$ cat config.mk
export PLATFORM = sky130hd
export DESIGN_NAME = shp_pin_logic
export DESIGN_NICKNAME = d
export VERILOG_FILES = /design/src/verilog/shp_pin_logic.v
export VERILOG_INCLUDE_DIRS = /design/src /design/src/verilog
export SDC_FILE = /design/constraint.sdc
export NUM_CORES = 1
export LEC_CHECK = 0
export BUFFER_PORTS_ARGS = -buffer_cell sky130_fd_sc_hd__buf_2
export CAP_MARGIN = 20
export CORE_ASPECT_RATIO = 1.4
export CORE_MARGIN = 2
export CORE_UTILIZATION = 53
export CTS_BUF_LIST = sky130_fd_sc_hd__clkbuf_16
export DETAILED_ROUTE_END_ITERATION = 8
export PLACE_DENSITY_LB_ADDON = 0.2
export REMOVE_ABC_BUFFERS = 1
export SLEW_MARGIN = 20
export SYNTH_ARGS = -nofsm -noshare
export SYNTH_HDL_FRONTEND = slang
export SYNTH_SLANG_ARGS = --single-unit
$ cat constraint.sdc
create_clock -name clk_sys -period 6.2 [get_ports clk_sys]
set_clock_uncertainty 0.15 [all_clocks]
set_input_delay 1.24 -clock clk_sys [delete_from_list [all_inputs] [get_ports clk_sys]]
set_output_delay 1.24 -clock clk_sys [all_outputs]
set_load 0.02 [all_outputs]
$ cat src/verilog/shp_consts.vh
// constants for the serial host port pin logic
`ifndef SHP_CONSTS_VH
`define SHP_CONSTS_VH
// mode encodings
`define SHP_MODE_SPI_M 2'h0
`define SHP_MODE_SPI_S 2'h1
`define SHP_MODE_I2C_M 2'h2
`define SHP_MODE_I2C_S 2'h3
// least half-period of generated bit clock, in system clocks
`define SHP_SPI_HALF_MIN 8'h02
`define SHP_I2C_HALF_MIN 8'h03
// word length
`define SHP_WORD_BITS 8
`endif

$ cat src/verilog/shp_pin_logic.v
// serial host port pin logic: spi / i2c master and slave, one word at a time
`timescale 1ns/1ps
`include "shp_consts.vh"
module shp_pin_logic #(
  parameter [7:0] HALF_DIV = 8'h04    // generated clock half-period
) (
  clk_sys,
  rst,
  soft_rst,
  mode,
  cpol,
  cpha,
  tx_data,
  tx_start,
  i2c_gen_start,
  i2c_gen_stop,
  sck_in,
  sck_out,
  sck_oe_n,
  mosi_in,
  mosi_out,
  mosi_oe_n,
  miso_in,
  miso_out,
  miso_oe_n,
  ss_n_in,
  rx_data,
  rx_valid,
  busy,
  bus_error,
  i2c_start_seen,
  i2c_stop_seen
);
  input  wire       clk_sys;        // system clock, 200 MHz
  input  wire       rst;            // asynchronous hardware reset
  input  wire       soft_rst;       // software or individual port reset
  input  wire [1:0] mode;           // spi/i2c, master/slave
  input  wire       cpol;           // clock idle level (spi)
  input  wire       cpha;           // clock phase (spi)
  input  wire [7:0] tx_data;        // word to send
  input  wire       tx_start;       // pulse: begin a master word
  input  wire       i2c_gen_start;  // pulse: master issues start
  input  wire       i2c_gen_stop;   // pulse: master issues stop
  input  wire       sck_in;         // clock pin level (also scl)
  output reg        sck_out;        // clock pin drive value
  output reg        sck_oe_n;       // clock pin enable, low drives
  input  wire       mosi_in;        // mosi pin level
  output reg        mosi_out;       // mosi drive value
  output reg        mosi_oe_n;      // mosi enable, low drives
  input  wire       miso_in;        // miso pin level (also sda)
  output reg        miso_out;       // miso/sda drive value
  output reg        miso_oe_n;      // miso/sda enable, low drives
  input  wire       ss_n_in;        // slave select, active low
  output reg  [7:0] rx_data;        // last received word
  output reg        rx_valid;       // pulse: rx_data updated
  output reg        busy;           // word transfer in progress
  output reg        bus_error;      // sticky, cleared by soft_rst
  output reg        i2c_start_seen; // pulse: start detected
  output reg        i2c_stop_seen;  // pulse: stop detected

  // ==========================================================
  // input synchronisers
  // ==========================================================
  reg [1:0] sck_s_r;                // clock pin synchroniser
  reg [1:0] mosi_s_r;               // mosi synchroniser
  reg [1:0] miso_s_r;               // miso/sda synchroniser
  reg [1:0] ss_s_r;                 // select synchroniser
  reg       sck_d_r;                // last synchronised clock
  reg       sda_d_r;                // last synchronised data

  // only stage two of each synchroniser is read by logic
  always @(posedge clk_sys or posedge rst) begin
    if (rst) begin
      sck_s_r  <= 2'h0;
      mosi_s_r <= 2'h0;
      miso_s_r <= 2'h3;
      ss_s_r   <= 2'h3;
      sck_d_r  <= 1'h0;
      sda_d_r  <= 1'h1;
    end else begin
      sck_s_r  <= {sck_s_r[0], sck_in};
      mosi_s_r <= {mosi_s_r[0], mosi_in};
      miso_s_r <= {miso_s_r[0], miso_in};
      ss_s_r   <= {ss_s_r[0], ss_n_in};
      sck_d_r  <= sck_s_r[1];
      sda_d_r  <= miso_s_r[1];
    end
  end

  wire sck_sy = sck_s_r[1];
  wire sda_sy = miso_s_r[1];
  wire sel    = ~ss_s_r[1];
  wire is_i2c = mode[1];
  wire is_mst = ~mode[0];
  wire sck_rise = sck_sy & ~sck_d_r;
  wire sck_fall = ~sck_sy & sck_d_r;

  // ==========================================================
  // state and registers
  // ==========================================================
  localparam [1:0] ST_IDLE = 2'h0;  // no word moving
  localparam [1:0] ST_LO   = 2'h1;  // master clock low phase
  localparam [1:0] ST_HI   = 2'h2;  // master clock high phase
  localparam [1:0] ST_STOP = 2'h3;  // i2c master stop sequence

  reg [1:0] st_r;                   // master state
  reg [7:0] div_r;                  // half-period counter
  reg [3:0] bit_r;                  // bits left (incl. i2c ack)
  reg [7:0] sh_tx_r;                // transmit shifter
  reg [7:0] sh_rx_r;                // receive shifter
  reg       lead_r;                 // first-half pending (cpha)
  reg       i2c_act_r;              // i2c bus between start and stop
  reg       stop_ph_r;              // stop sequence phase

  // effective half-period, never under the rate limit
  function [7:0] half_of;
    input       i2c;
    input [7:0] req;
    reg   [7:0] lim;
    begin
      lim = i2c ? `SHP_I2C_HALF_MIN : `SHP_SPI_HALF_MIN;
      half_of = (req < lim) ? lim : req;
    end
  endfunction

  wire [7:0] half = half_of(is_i2c, HALF_DIV);
  wire       tick = (div_r == 8'h00);

  // launch / capture edges on the slave side follow cpol^cpha
  wire mode_edge = cpol ^ cpha;
  wire s_cap  = sel & (mode_edge ? sck_fall : sck_rise);
  wire s_lch  = sel & (mode_edge ? sck_rise : sck_fall);
  // i2c conditions: data moves while clock is high
  wire i_start = sck_sy & sck_d_r & sda_d_r & ~sda_sy;
  wire i_stop  = sck_sy & sck_d_r & ~sda_d_r & sda_sy;

  // ==========================================================
  // main process
  // ==========================================================
  // soft_rst behaves like hardware reset for the port pins
  always @(posedge clk_sys or posedge rst) begin
    if (rst) begin
      st_r <= ST_IDLE;
      div_r <= 8'h00;
      bit_r <= 4'h0;
      sh_tx_r <= 8'h00;
      sh_rx_r <= 8'h00;
      lead_r <= 1'h0;
      i2c_act_r <= 1'h0;
      stop_ph_r <= 1'h0;
      sck_out <= 1'h0;
      sck_oe_n <= 1'h1;
      mosi_out <= 1'h0;
      mosi_oe_n <= 1'h1;
      miso_out <= 1'h0;
      miso_oe_n <= 1'h1;
      rx_data <= 8'h00;
      rx_valid <= 1'h0;
      busy <= 1'h0;
      bus_error <= 1'h0;
      i2c_start_seen <= 1'h0;
      i2c_stop_seen <= 1'h0;
    end else if (soft_rst) begin
      st_r <= ST_IDLE;
      bit_r <= 4'h0;
      i2c_act_r <= 1'h0;
      sck_oe_n <= 1'h1;
      mosi_oe_n <= 1'h1;
      miso_oe_n <= 1'h1;
      rx_valid <= 1'h0;
      busy <= 1'h0;
      bus_error <= 1'h0;
      i2c_start_seen <= 1'h0;
      i2c_stop_seen <= 1'h0;
    end else begin
      rx_valid <= 1'h0;
      i2c_start_seen <= is_i2c & i_start;
      i2c_stop_seen <= is_i2c & i_stop;
      // sticky error; set wins over everything but reset
      if (mode == `SHP_MODE_SPI_M && sel)
        bus_error <= 1'h1;
      div_r <= tick ? half - 8'h01 : div_r - 8'h01;
      case (mode)
        `SHP_MODE_SPI_M: begin
          // clock driven from internal divider
          sck_oe_n <= 1'h0;
          mosi_oe_n <= 1'h0;
          miso_oe_n <= 1'h1;
          case (st_r)
            ST_IDLE: begin
              sck_out <= cpol;
              if (tx_start) begin
                st_r <= ST_LO;
                bit_r <= 4'h8;
                sh_tx_r <= tx_data;
                busy <= 1'h1;
                div_r <= half - 8'h01;
                lead_r <= cpha;
                // cpha=0: first bit must stand before first edge
                if (!cpha)
                  mosi_out <= tx_data[7];
              end
            end
            ST_LO: if (tick) begin
              // leading edge of the clock
              sck_out <= ~cpol;
              st_r <= ST_HI;
              if (lead_r)
                mosi_out <= sh_tx_r[7];
              else
                sh_rx_r <= {sh_rx_r[6:0], miso_s_r[1]};
            end
            ST_HI: if (tick) begin
              // trailing edge of the clock
              sck_out <= cpol;
              if (lead_r)
                sh_rx_r <= {sh_rx_r[6:0], miso_s_r[1]};
              sh_tx_r <= {sh_tx_r[6:0], 1'h0};
              bit_r <= bit_r - 4'h1;
              if (!lead_r)
                mosi_out <= sh_tx_r[6];
              if (bit_r == 4'h1) begin
                st_r <= ST_IDLE;
                busy <= 1'h0;
                rx_valid <= 1'h1;
                rx_data <= lead_r ? {sh_rx_r[6:0], miso_s_r[1]}
                                  : sh_rx_r;
              end else
                st_r <= ST_LO;
            end
            default: st_r <= ST_IDLE;
          endcase
        end
        `SHP_MODE_SPI_S: begin
          sck_oe_n <= 1'h1;
          mosi_oe_n <= 1'h1;
          miso_oe_n <= ~sel;
          st_r <= ST_IDLE;
          if (!sel) begin
            bit_r <= 4'h0;
            busy <= 1'h0;
            sh_tx_r <= tx_data;
            miso_out <= tx_data[7];
          end else begin
            busy <= 1'h1;
            if (s_cap) begin
              sh_rx_r <= {sh_rx_r[6:0], mosi_s_r[1]};
              if (bit_r == 4'h7) begin
                bit_r <= 4'h0;
                rx_valid <= 1'h1;
                rx_data <= {sh_rx_r[6:0], mosi_s_r[1]};
                sh_tx_r <= tx_data;
              end else
                bit_r <= bit_r + 4'h1;
            end
            if (s_lch && !(cpha == 1'h0 && bit_r == 4'h0)) begin
              miso_out <= bit_r == 4'h0 ? sh_tx_r[7]
                        : sh_tx_r[3'h7 - bit_r[2:0]];
            end
          end
        end
        default: begin
          // i2c: both lines open drain, high level from pull-up
          mosi_oe_n <= 1'h1;
          if (i_start) begin
            i2c_act_r <= 1'h1;
            bit_r <= 4'h0;
          end
          if (i_stop)
            i2c_act_r <= 1'h0;
          if (is_mst) begin
            case (st_r)
              ST_IDLE: begin
                sck_oe_n <= 1'h1;
                // start: pull data low while clock high
                if (i2c_gen_start && sck_sy && sda_sy) begin
                  miso_oe_n <= 1'h0;
                  miso_out <= 1'h0;
                end else if (i2c_gen_stop && i2c_act_r) begin
                  st_r <= ST_STOP;
                  stop_ph_r <= 1'h0;
                  div_r <= half - 8'h01;
                end else if (tx_start && i2c_act_r) begin
                  st_r <= ST_LO;
                  bit_r <= 4'h9;             // eight bits and ack
                  sh_tx_r <= tx_data;
                  busy <= 1'h1;
                  div_r <= half - 8'h01;
                  sck_oe_n <= 1'h0;
                  sck_out <= 1'h0;
                end
              end
              ST_LO: if (tick) begin
                // release clock; data was set while low
                sck_oe_n <= 1'h1;
                st_r <= ST_HI;
              end else if (div_r == half - 8'h01) begin
                // drive low for a 0, release for a 1
                miso_out <= 1'h0;
                miso_oe_n <= (bit_r == 4'h1) ? 1'h1 : sh_tx_r[7];
              end
              ST_HI: if (tick && sck_sy) begin
                sck_oe_n <= 1'h0;
                sck_out <= 1'h0;
                if (bit_r > 4'h1)
                  sh_rx_r <= {sh_rx_r[6:0], sda_sy};
                sh_tx_r <= {sh_tx_r[6:0], 1'h1};
                bit_r <= bit_r - 4'h1;
                if (bit_r == 4'h1) begin
                  st_r <= ST_IDLE;
                  busy <= 1'h0;
                  rx_valid <= 1'h1;
                  rx_data <= sh_rx_r;
                  miso_oe_n <= 1'h0;        // hold data low for stop
                end else
                  st_r <= ST_LO;
              end
              default: if (tick) begin
                // stop: clock released, then data released
                if (!stop_ph_r) begin
                  sck_oe_n <= 1'h1;
                  stop_ph_r <= 1'h1;
                end else begin
                  miso_oe_n <= 1'h1;
                  st_r <= ST_IDLE;
                end
              end
            endcase
          end else begin
            // i2c slave: receive only, never holds data low idle
            sck_oe_n <= 1'h1;
            miso_oe_n <= 1'h1;
            st_r <= ST_IDLE;
            busy <= i2c_act_r;
            if (i2c_act_r && sck_rise) begin
              sh_rx_r <= {sh_rx_r[6:0], sda_sy};
              if (bit_r == 4'h7) begin
                rx_valid <= 1'h1;
                rx_data <= {sh_rx_r[6:0], sda_sy};
              end
              bit_r <= (bit_r == 4'h8) ? 4'h0 : bit_r + 4'h1;
            end
          end
        end
      endcase
    end
  end
endmodule

# [Word level (Yosys, flattened, before mapping)]
# Cells that the tools add are included.
[op_classes] eq_ne=62 n_reduce_logical=46 multipliers=0 n_addsub=5 n_div=0 n_lt_le_gt_ge=3 bitwise=25 muxes=171 shifts=0
[ops] op="$mux 8" count=41
[ops] op="$pmux 8 s2" count=7
[ops] op="$mux 1" count=75
[ops] op="$mux 4" count=14
[ops] op="$ne 6x6->1 const B" count=9
[ops] op="$ne 3x3->1 const B" count=14
[ops] op="$ne 4x4->1 const B" count=7
[ops] op="$ne 2x2->1 const B" count=12
[ops] op="$pmux 4 s2" count=3
[ops] op="$reduce_and 12->1" count=2
[ops] op="$mux 2" count=11
[ops] op="$pmux 1 s2" count=11
[ops] op="$reduce_and 11->1" count=2
[ops] op="$reduce_and 7->1" count=3
[ops] op="$reduce_bool 3->1" count=7
[ops] op="$reduce_and 8->1" count=2
[ops] op="$reduce_bool 8->1" count=2
[ops] op="$not 1->1" count=13
[ops] op="$ne 3x1->1 const B" count=4
[ops] op="$pmux 1 s3" count=4
[ops] op="$pmux 2 s3" count=2
[ops] op="$reduce_and 4->1" count=3
[ops] op="$reduce_bool 4->1" count=3
[ops] op="$and 1x1->1" count=11
[ops] op="other kinds (34)" count=50
[totals] ram_bits=0 ff_bits=62 latchBits=0 mem_bits_ro=0 mem_count=0

# [Logic depth before layout (Yosys ltp)]
[depth] ltp_word=11 depth_mapped=10 ltp_nobuf=8

# [Least setup slack after synthesis]
# OpenSTA, ideal clock, no wires.
[synth_path] path_kind="input-to-reg" start="input port cpol" end="register sh_rx_r[1]" arrival_time_ps=3048 cell_stages=8 required_time_ps=5925 path_buffers=2 path_slack_ps=2877 cell_sequence="buf_4 > xnor2_1 > mux2_4 > o311a_4 > a211oi_4 > o311a_1 > buf_6 > mux2_4"
[synth_via] elab_chain_cells=5
[synth_rtl] element="start, declared" line="shp_pin_logic.v:38" text="input wire cpol;"
[synth_rtl] element="$xor 1x1->1" line="shp_pin_logic.v:130" text="wire mode_edge = cpol ^ cpha;"
[synth_rtl] element="$mux 1" line="shp_pin_logic.v:131" text="wire s_cap = sel & (mode_edge ? sck_fall : sck_rise);"
[synth_rtl] element="$and 1x1->1" line="shp_pin_logic.v:131"
[synth_rtl] element="$ne 2x2->1 (no source line)"
[synth_rtl] element="$reduce_and 11->1 (no source line)"
[synth_rtl] element="end signal, assigned" line="shp_pin_logic.v:211" text="sh_rx_r <= {sh_rx_r[6:0], miso_s_r[1]};"
[synth_rtl] element="end signal, assigned" line="shp_pin_logic.v:217" text="sh_rx_r <= {sh_rx_r[6:0], miso_s_r[1]};"
[synth_rtl] element="end signal, assigned" line="shp_pin_logic.v:247" text="sh_rx_r <= {sh_rx_r[6:0], mosi_s_r[1]};"
[synth_rtl] element="end, declared" line="shp_pin_logic.v:110" text="reg [7:0] sh_rx_r;"
# No other way between the ends.
# A chain may end at the register's enable or synchronous reset.

# [Final worst setup path]
[layout_path] start="input port mode[1]" end="register miso_out"
[layout_via] elab_chain_cells=7 elab_cells_between_ends=16
[layout_rtl] element="start, declared" line="shp_pin_logic.v:37" text="input wire [1:0] mode;"
[layout_rtl] element="$mux 1 (no source line)"
[layout_rtl] element="$lt 3x2->1" line="shp_pin_logic.v:122" text="half_of = (req < lim) ? lim : req;"
[layout_rtl] element="$mux 3" line="shp_pin_logic.v:122"
[layout_rtl] element="$sub 3x1->4" line="shp_pin_logic.v:297" text="end else if (div_r == half - 8'h01) begin"
[layout_rtl] element="$eq 8x8->1" line="shp_pin_logic.v:297"
[layout_rtl] element="$ne 3x3->1 (no source line)"
[layout_rtl] element="$reduce_and 8->1 (no source line)"
[layout_rtl] element="end signal, assigned" line="shp_pin_logic.v:243" text="miso_out <= tx_data[7];"
[layout_rtl] element="end signal, assigned" line="shp_pin_logic.v:257" text="miso_out <= bit_r == 4'h0 ? sh_tx_r[7]"
[layout_rtl] element="end, declared" line="shp_pin_logic.v:51" text="output reg miso_out;"
# Parallel ways exist; a longest one is shown, timed or not.

==> impl_metrics.csv <==
group,metric,value,unit
synthesis,synth_most_common_cell,"dfrtp_1",
cts,clk_transition_reported_paths,0.06,ns
final_layout,antennaDiodeCount,0,
sta,setup_slack,2.62,ns
critical_path,r2r_end,"sh_rx_r[3]",
critical_path,r2r_cells,7,
final_layout,design_area,4400,um2
synthesis,syn_avg_cell_area,9.42,um2
critical_path,r2r_start,"div_r[0]",
synthesis,yosysSeqAreaShare,40.2,%
grt,grt_usage,26.5,%
power_and_ir_drop,p_leak,2.02,nW
critical_path,critPathArrivalTime,3.65,ns
power_and_ir_drop,p_switching,0.481,mW
cts,post_cts_resize_count,0,
floorplanning,dieArea,8040,um2
power_and_ir_drop,power_density,330,nW/um2
drt,drc,0,
critical_path,slowest_delay,0.55,ns
cts,post_cts_buffers,0,
grt,grt_pass1_vias,3271,
final_layout,fillers,628,
cts,cts_hold_buffers,0,
final_layout,area.sequential,1560,um2
critical_path,r2r_slack,3.26,ns
power_and_ir_drop,ir_drop,0.368,mV
final_layout,syn_to_final_growth,13.4,%
place,dp_hpwl,7180,um
power_and_ir_drop,seqPwrFrac,40.2,%
drt,via_per_inst,6.18,
place,pre_cts_slack,2.39,ns
final_layout,final_nets,473,
synthesis,synth_cell_types,69,
floorplanning,die_w,76.3,um
cts,cts_root_buf,"clkbuf_16",
cts,numCtsBuffers,9,
critical_path,start_kind,"input port",
sta,rsz0062_at_grt,"no",
synthesis,synthFlopType,"dfrtp_1",
final_layout,final_cell_count_no_fill,541,
sta,period_share,57.8,%
place,post-place-cells,525,
critical_path,crit_path_end_kind,"register",
critical_path,critPathKind,"input port to register",
synthesis,ys_ff_latch,62,
drt,wire_per_inst,18.9,um
synthesis,synth_edf_count,0,
drt,finalWirelength,10200,um
place,place_area,4110,um2
cts,clockBufferDepth,2,
synthesis,synth_area_leaders,"dfrtp_1, dfstp_2, nand2_1, nor2_1, a21oi_1",
critical_path,crit_fanout,29,
floorplanning,start_util,55.3,%
critical_path,required,6.27,ns
grt,antenna_found_initial,0,
power_and_ir_drop,sw_frac_of_total,33.0,%
sta,period_needed,3.58,ns
drt,firstDrtPassIters,5,
min_path,hold_class,"register to register",
sta,hold_viol_final,0,
cts,ctsHtreeMaxLevel,3,
synthesis,synth.largest_area_cell,"dfrtp_1",
final_layout,multiInputGateArea,2170,um2
place,routabilityCongestion,0.994,
drt,vias,3346,
sta,slew_headroom,41.2,%
synthesis,synth_area,3880,um2
synthesis,synthArstFlopShare,100,%
floorplanning,ios,41,
status,status,"complete, no violations",
sta,maxSlewViolCount,0,
sta,fin_setup_tns,0,ns
floorplanning,rows,36,
floorplanning,fp.dieH,105,um
synthesis,yosysWarningCount,0,
cts,clkSinkCount,62,
critical_path,cpMaxStageDelayCell,"nor2_1",
critical_path,crit_chain,"buf_2 -> inv_1 -> nor2_1 -> a21boi_0 -> a2111oi_0 -> mux2_2",
cts,cts_tree,"done",
grt,grt_pass1_wl,16800,um
synthesis,synth_common_cells,"dfrtp_1, nand2_1, nor2_1",
critical_path,startpoint,"mode[1]",
drt,postRouteAntennaNets,0,
sta,worstMarginPinSlew,0.882,ns
synthesis,synthCells,412,
power_and_ir_drop,p_int,0.975,mW
sta,hold_ws,0.205,ns
place,portBuffers,40,
cts,insertion_delay,0.33,ns
power_and_ir_drop,power_frac_comb,26.1,%
sta,finalSetupViolations,0,
grt,grt_max_degree,63,
job,maxCapViolCount,0,
sta,fmax,279,MHz
critical_path,crit_path_end,"miso_out",
synthesis,yosysTopAreaCellShare,34.8,%
drt,dr.first_iter.drc_count,299,
floorplanning,core_area,7030,um2
grt,grt_overflow,0,
power_and_ir_drop,clkPwrFrac,33.7,%
final_layout,drive_gt1_share,20.6,%
-- cells by family after synthesis --
family          count (synthesis)  synth area share, %
simple gates                  134                 16.4
mux                            43                 13.1
compound gates                113                 20.4
flops                          62                 40.2
xor+xnor                       11                 2.48
fa+ha+maj                      10                 3.22
buf+inv                        39                 4.16
-- registers in the layout (all words and copies together) (netlist names), 2 cells and up --
| register | count |
|---|---|
| st_r | 2 |
| sh_tx_r | 8 |
| mosi_s_r | 2 |
| bit_r | 4 |
| ss_s_r | 2 |
| sh_rx_r | 8 |
| div_r | 8 |
| sck_s_r | 2 |
| rx_data | 8 |
| miso_s_r | 2 |
-- critical path, delay by kind of cell --
family | cells | cell delay [ns]
simple gates | 1 | 0.55
buf+inv | 2 | 0.76
compound gates | 2 | 0.69
mux | 1 | 0.39
-- through the flow --
stage / total power [mW] / utilization (%)
after detailed placement: 0.964 / 58.5
after global routing: 1.54 / 62.7
after floorplan: 0.847 / -
after global placement: 0.952 / 58.5
final: 1.46 / 62.7
after CTS: 1.46 / 62.6
-- routing by layer --
metal | track usage, % | part of all wire [%] | vias to the layer above | wire (um)
li1 | - | - | 1557 | -
met1 | 31.8 | 40 | 1581 | 4120
met2 | 44.0 | 49 | 173 | 5050
met3 | 6.16 | 6.2 | 35 | 629
met4 | 14.3 | 4.1 | 0 | 416
met5 | 0 | 0 | - | 0
-- area by class of cell --
cell class	instances	area share (%)
multi-input cells	311	49.2
flip-flops and latches	62	35.5
clock buffers	9	5.11
repair buffers	41	4.72
well taps	95	2.70
clock inverters	7	1.48
inverters	16	1.36
-- placed cells by master, fill, tap and decap left out, types with 5 or more instances in the layout --
cell type / synthesis / final
o21ai_0: 10 / 10
mux2i_1: 14 / 14
nor2_1: 40 / 40
inv_1: 13 / 12
ha_1: 10 / 10
mux2_4: 8 / 8
dfstp_2: 8 / 8
xnor2_1: 8 / 8
mux2_1: 11 / 11
nand2b_1: 11 / 11
nand2_1: 42 / 42
a21oi_1: 29 / 29
a31oi_1: 5 / 5
o22ai_1: 5 / 5
buf_2: 3 / 40
nand3_1: 11 / 11
o21ai_1: 12 / 12
nor3_1: 7 / 7
clkbuf_16: 0 / 9
dfrtp_1: 54 / 54
mux2_2: 9 / 9
-- worst min-delay path by stage --
stage | from | end | slack, ns | cells after the start
after floorplan | mosi_s_r[0] | mosi_s_r[1] | 0.18 | 0
after global placement | sck_s_r[0] | sck_s_r[1] | 0.18 | 0
after detailed placement | mosi_s_r[0] | mosi_s_r[1] | 0.20 | 0
after CTS | miso_s_r[0] | miso_s_r[1] | 0.21 | 0
after global routing | ss_s_r[0] | ss_s_r[1] | 0.22 | 0
final | miso_s_r[0] | miso_s_r[1] | 0.20 | 0
-- power groups by stage --
stage	clock [mW]	sequential [mW]	combinational, mW
after floorplan	0	0.575	0.272
after global placement	0	0.585	0.368
after detailed placement	0	0.588	0.376
after CTS	0.498	0.583	0.379
after global routing	0.520	0.596	0.419
final	0.491	0.584	0.380
(Power assumes the default switching activity.)
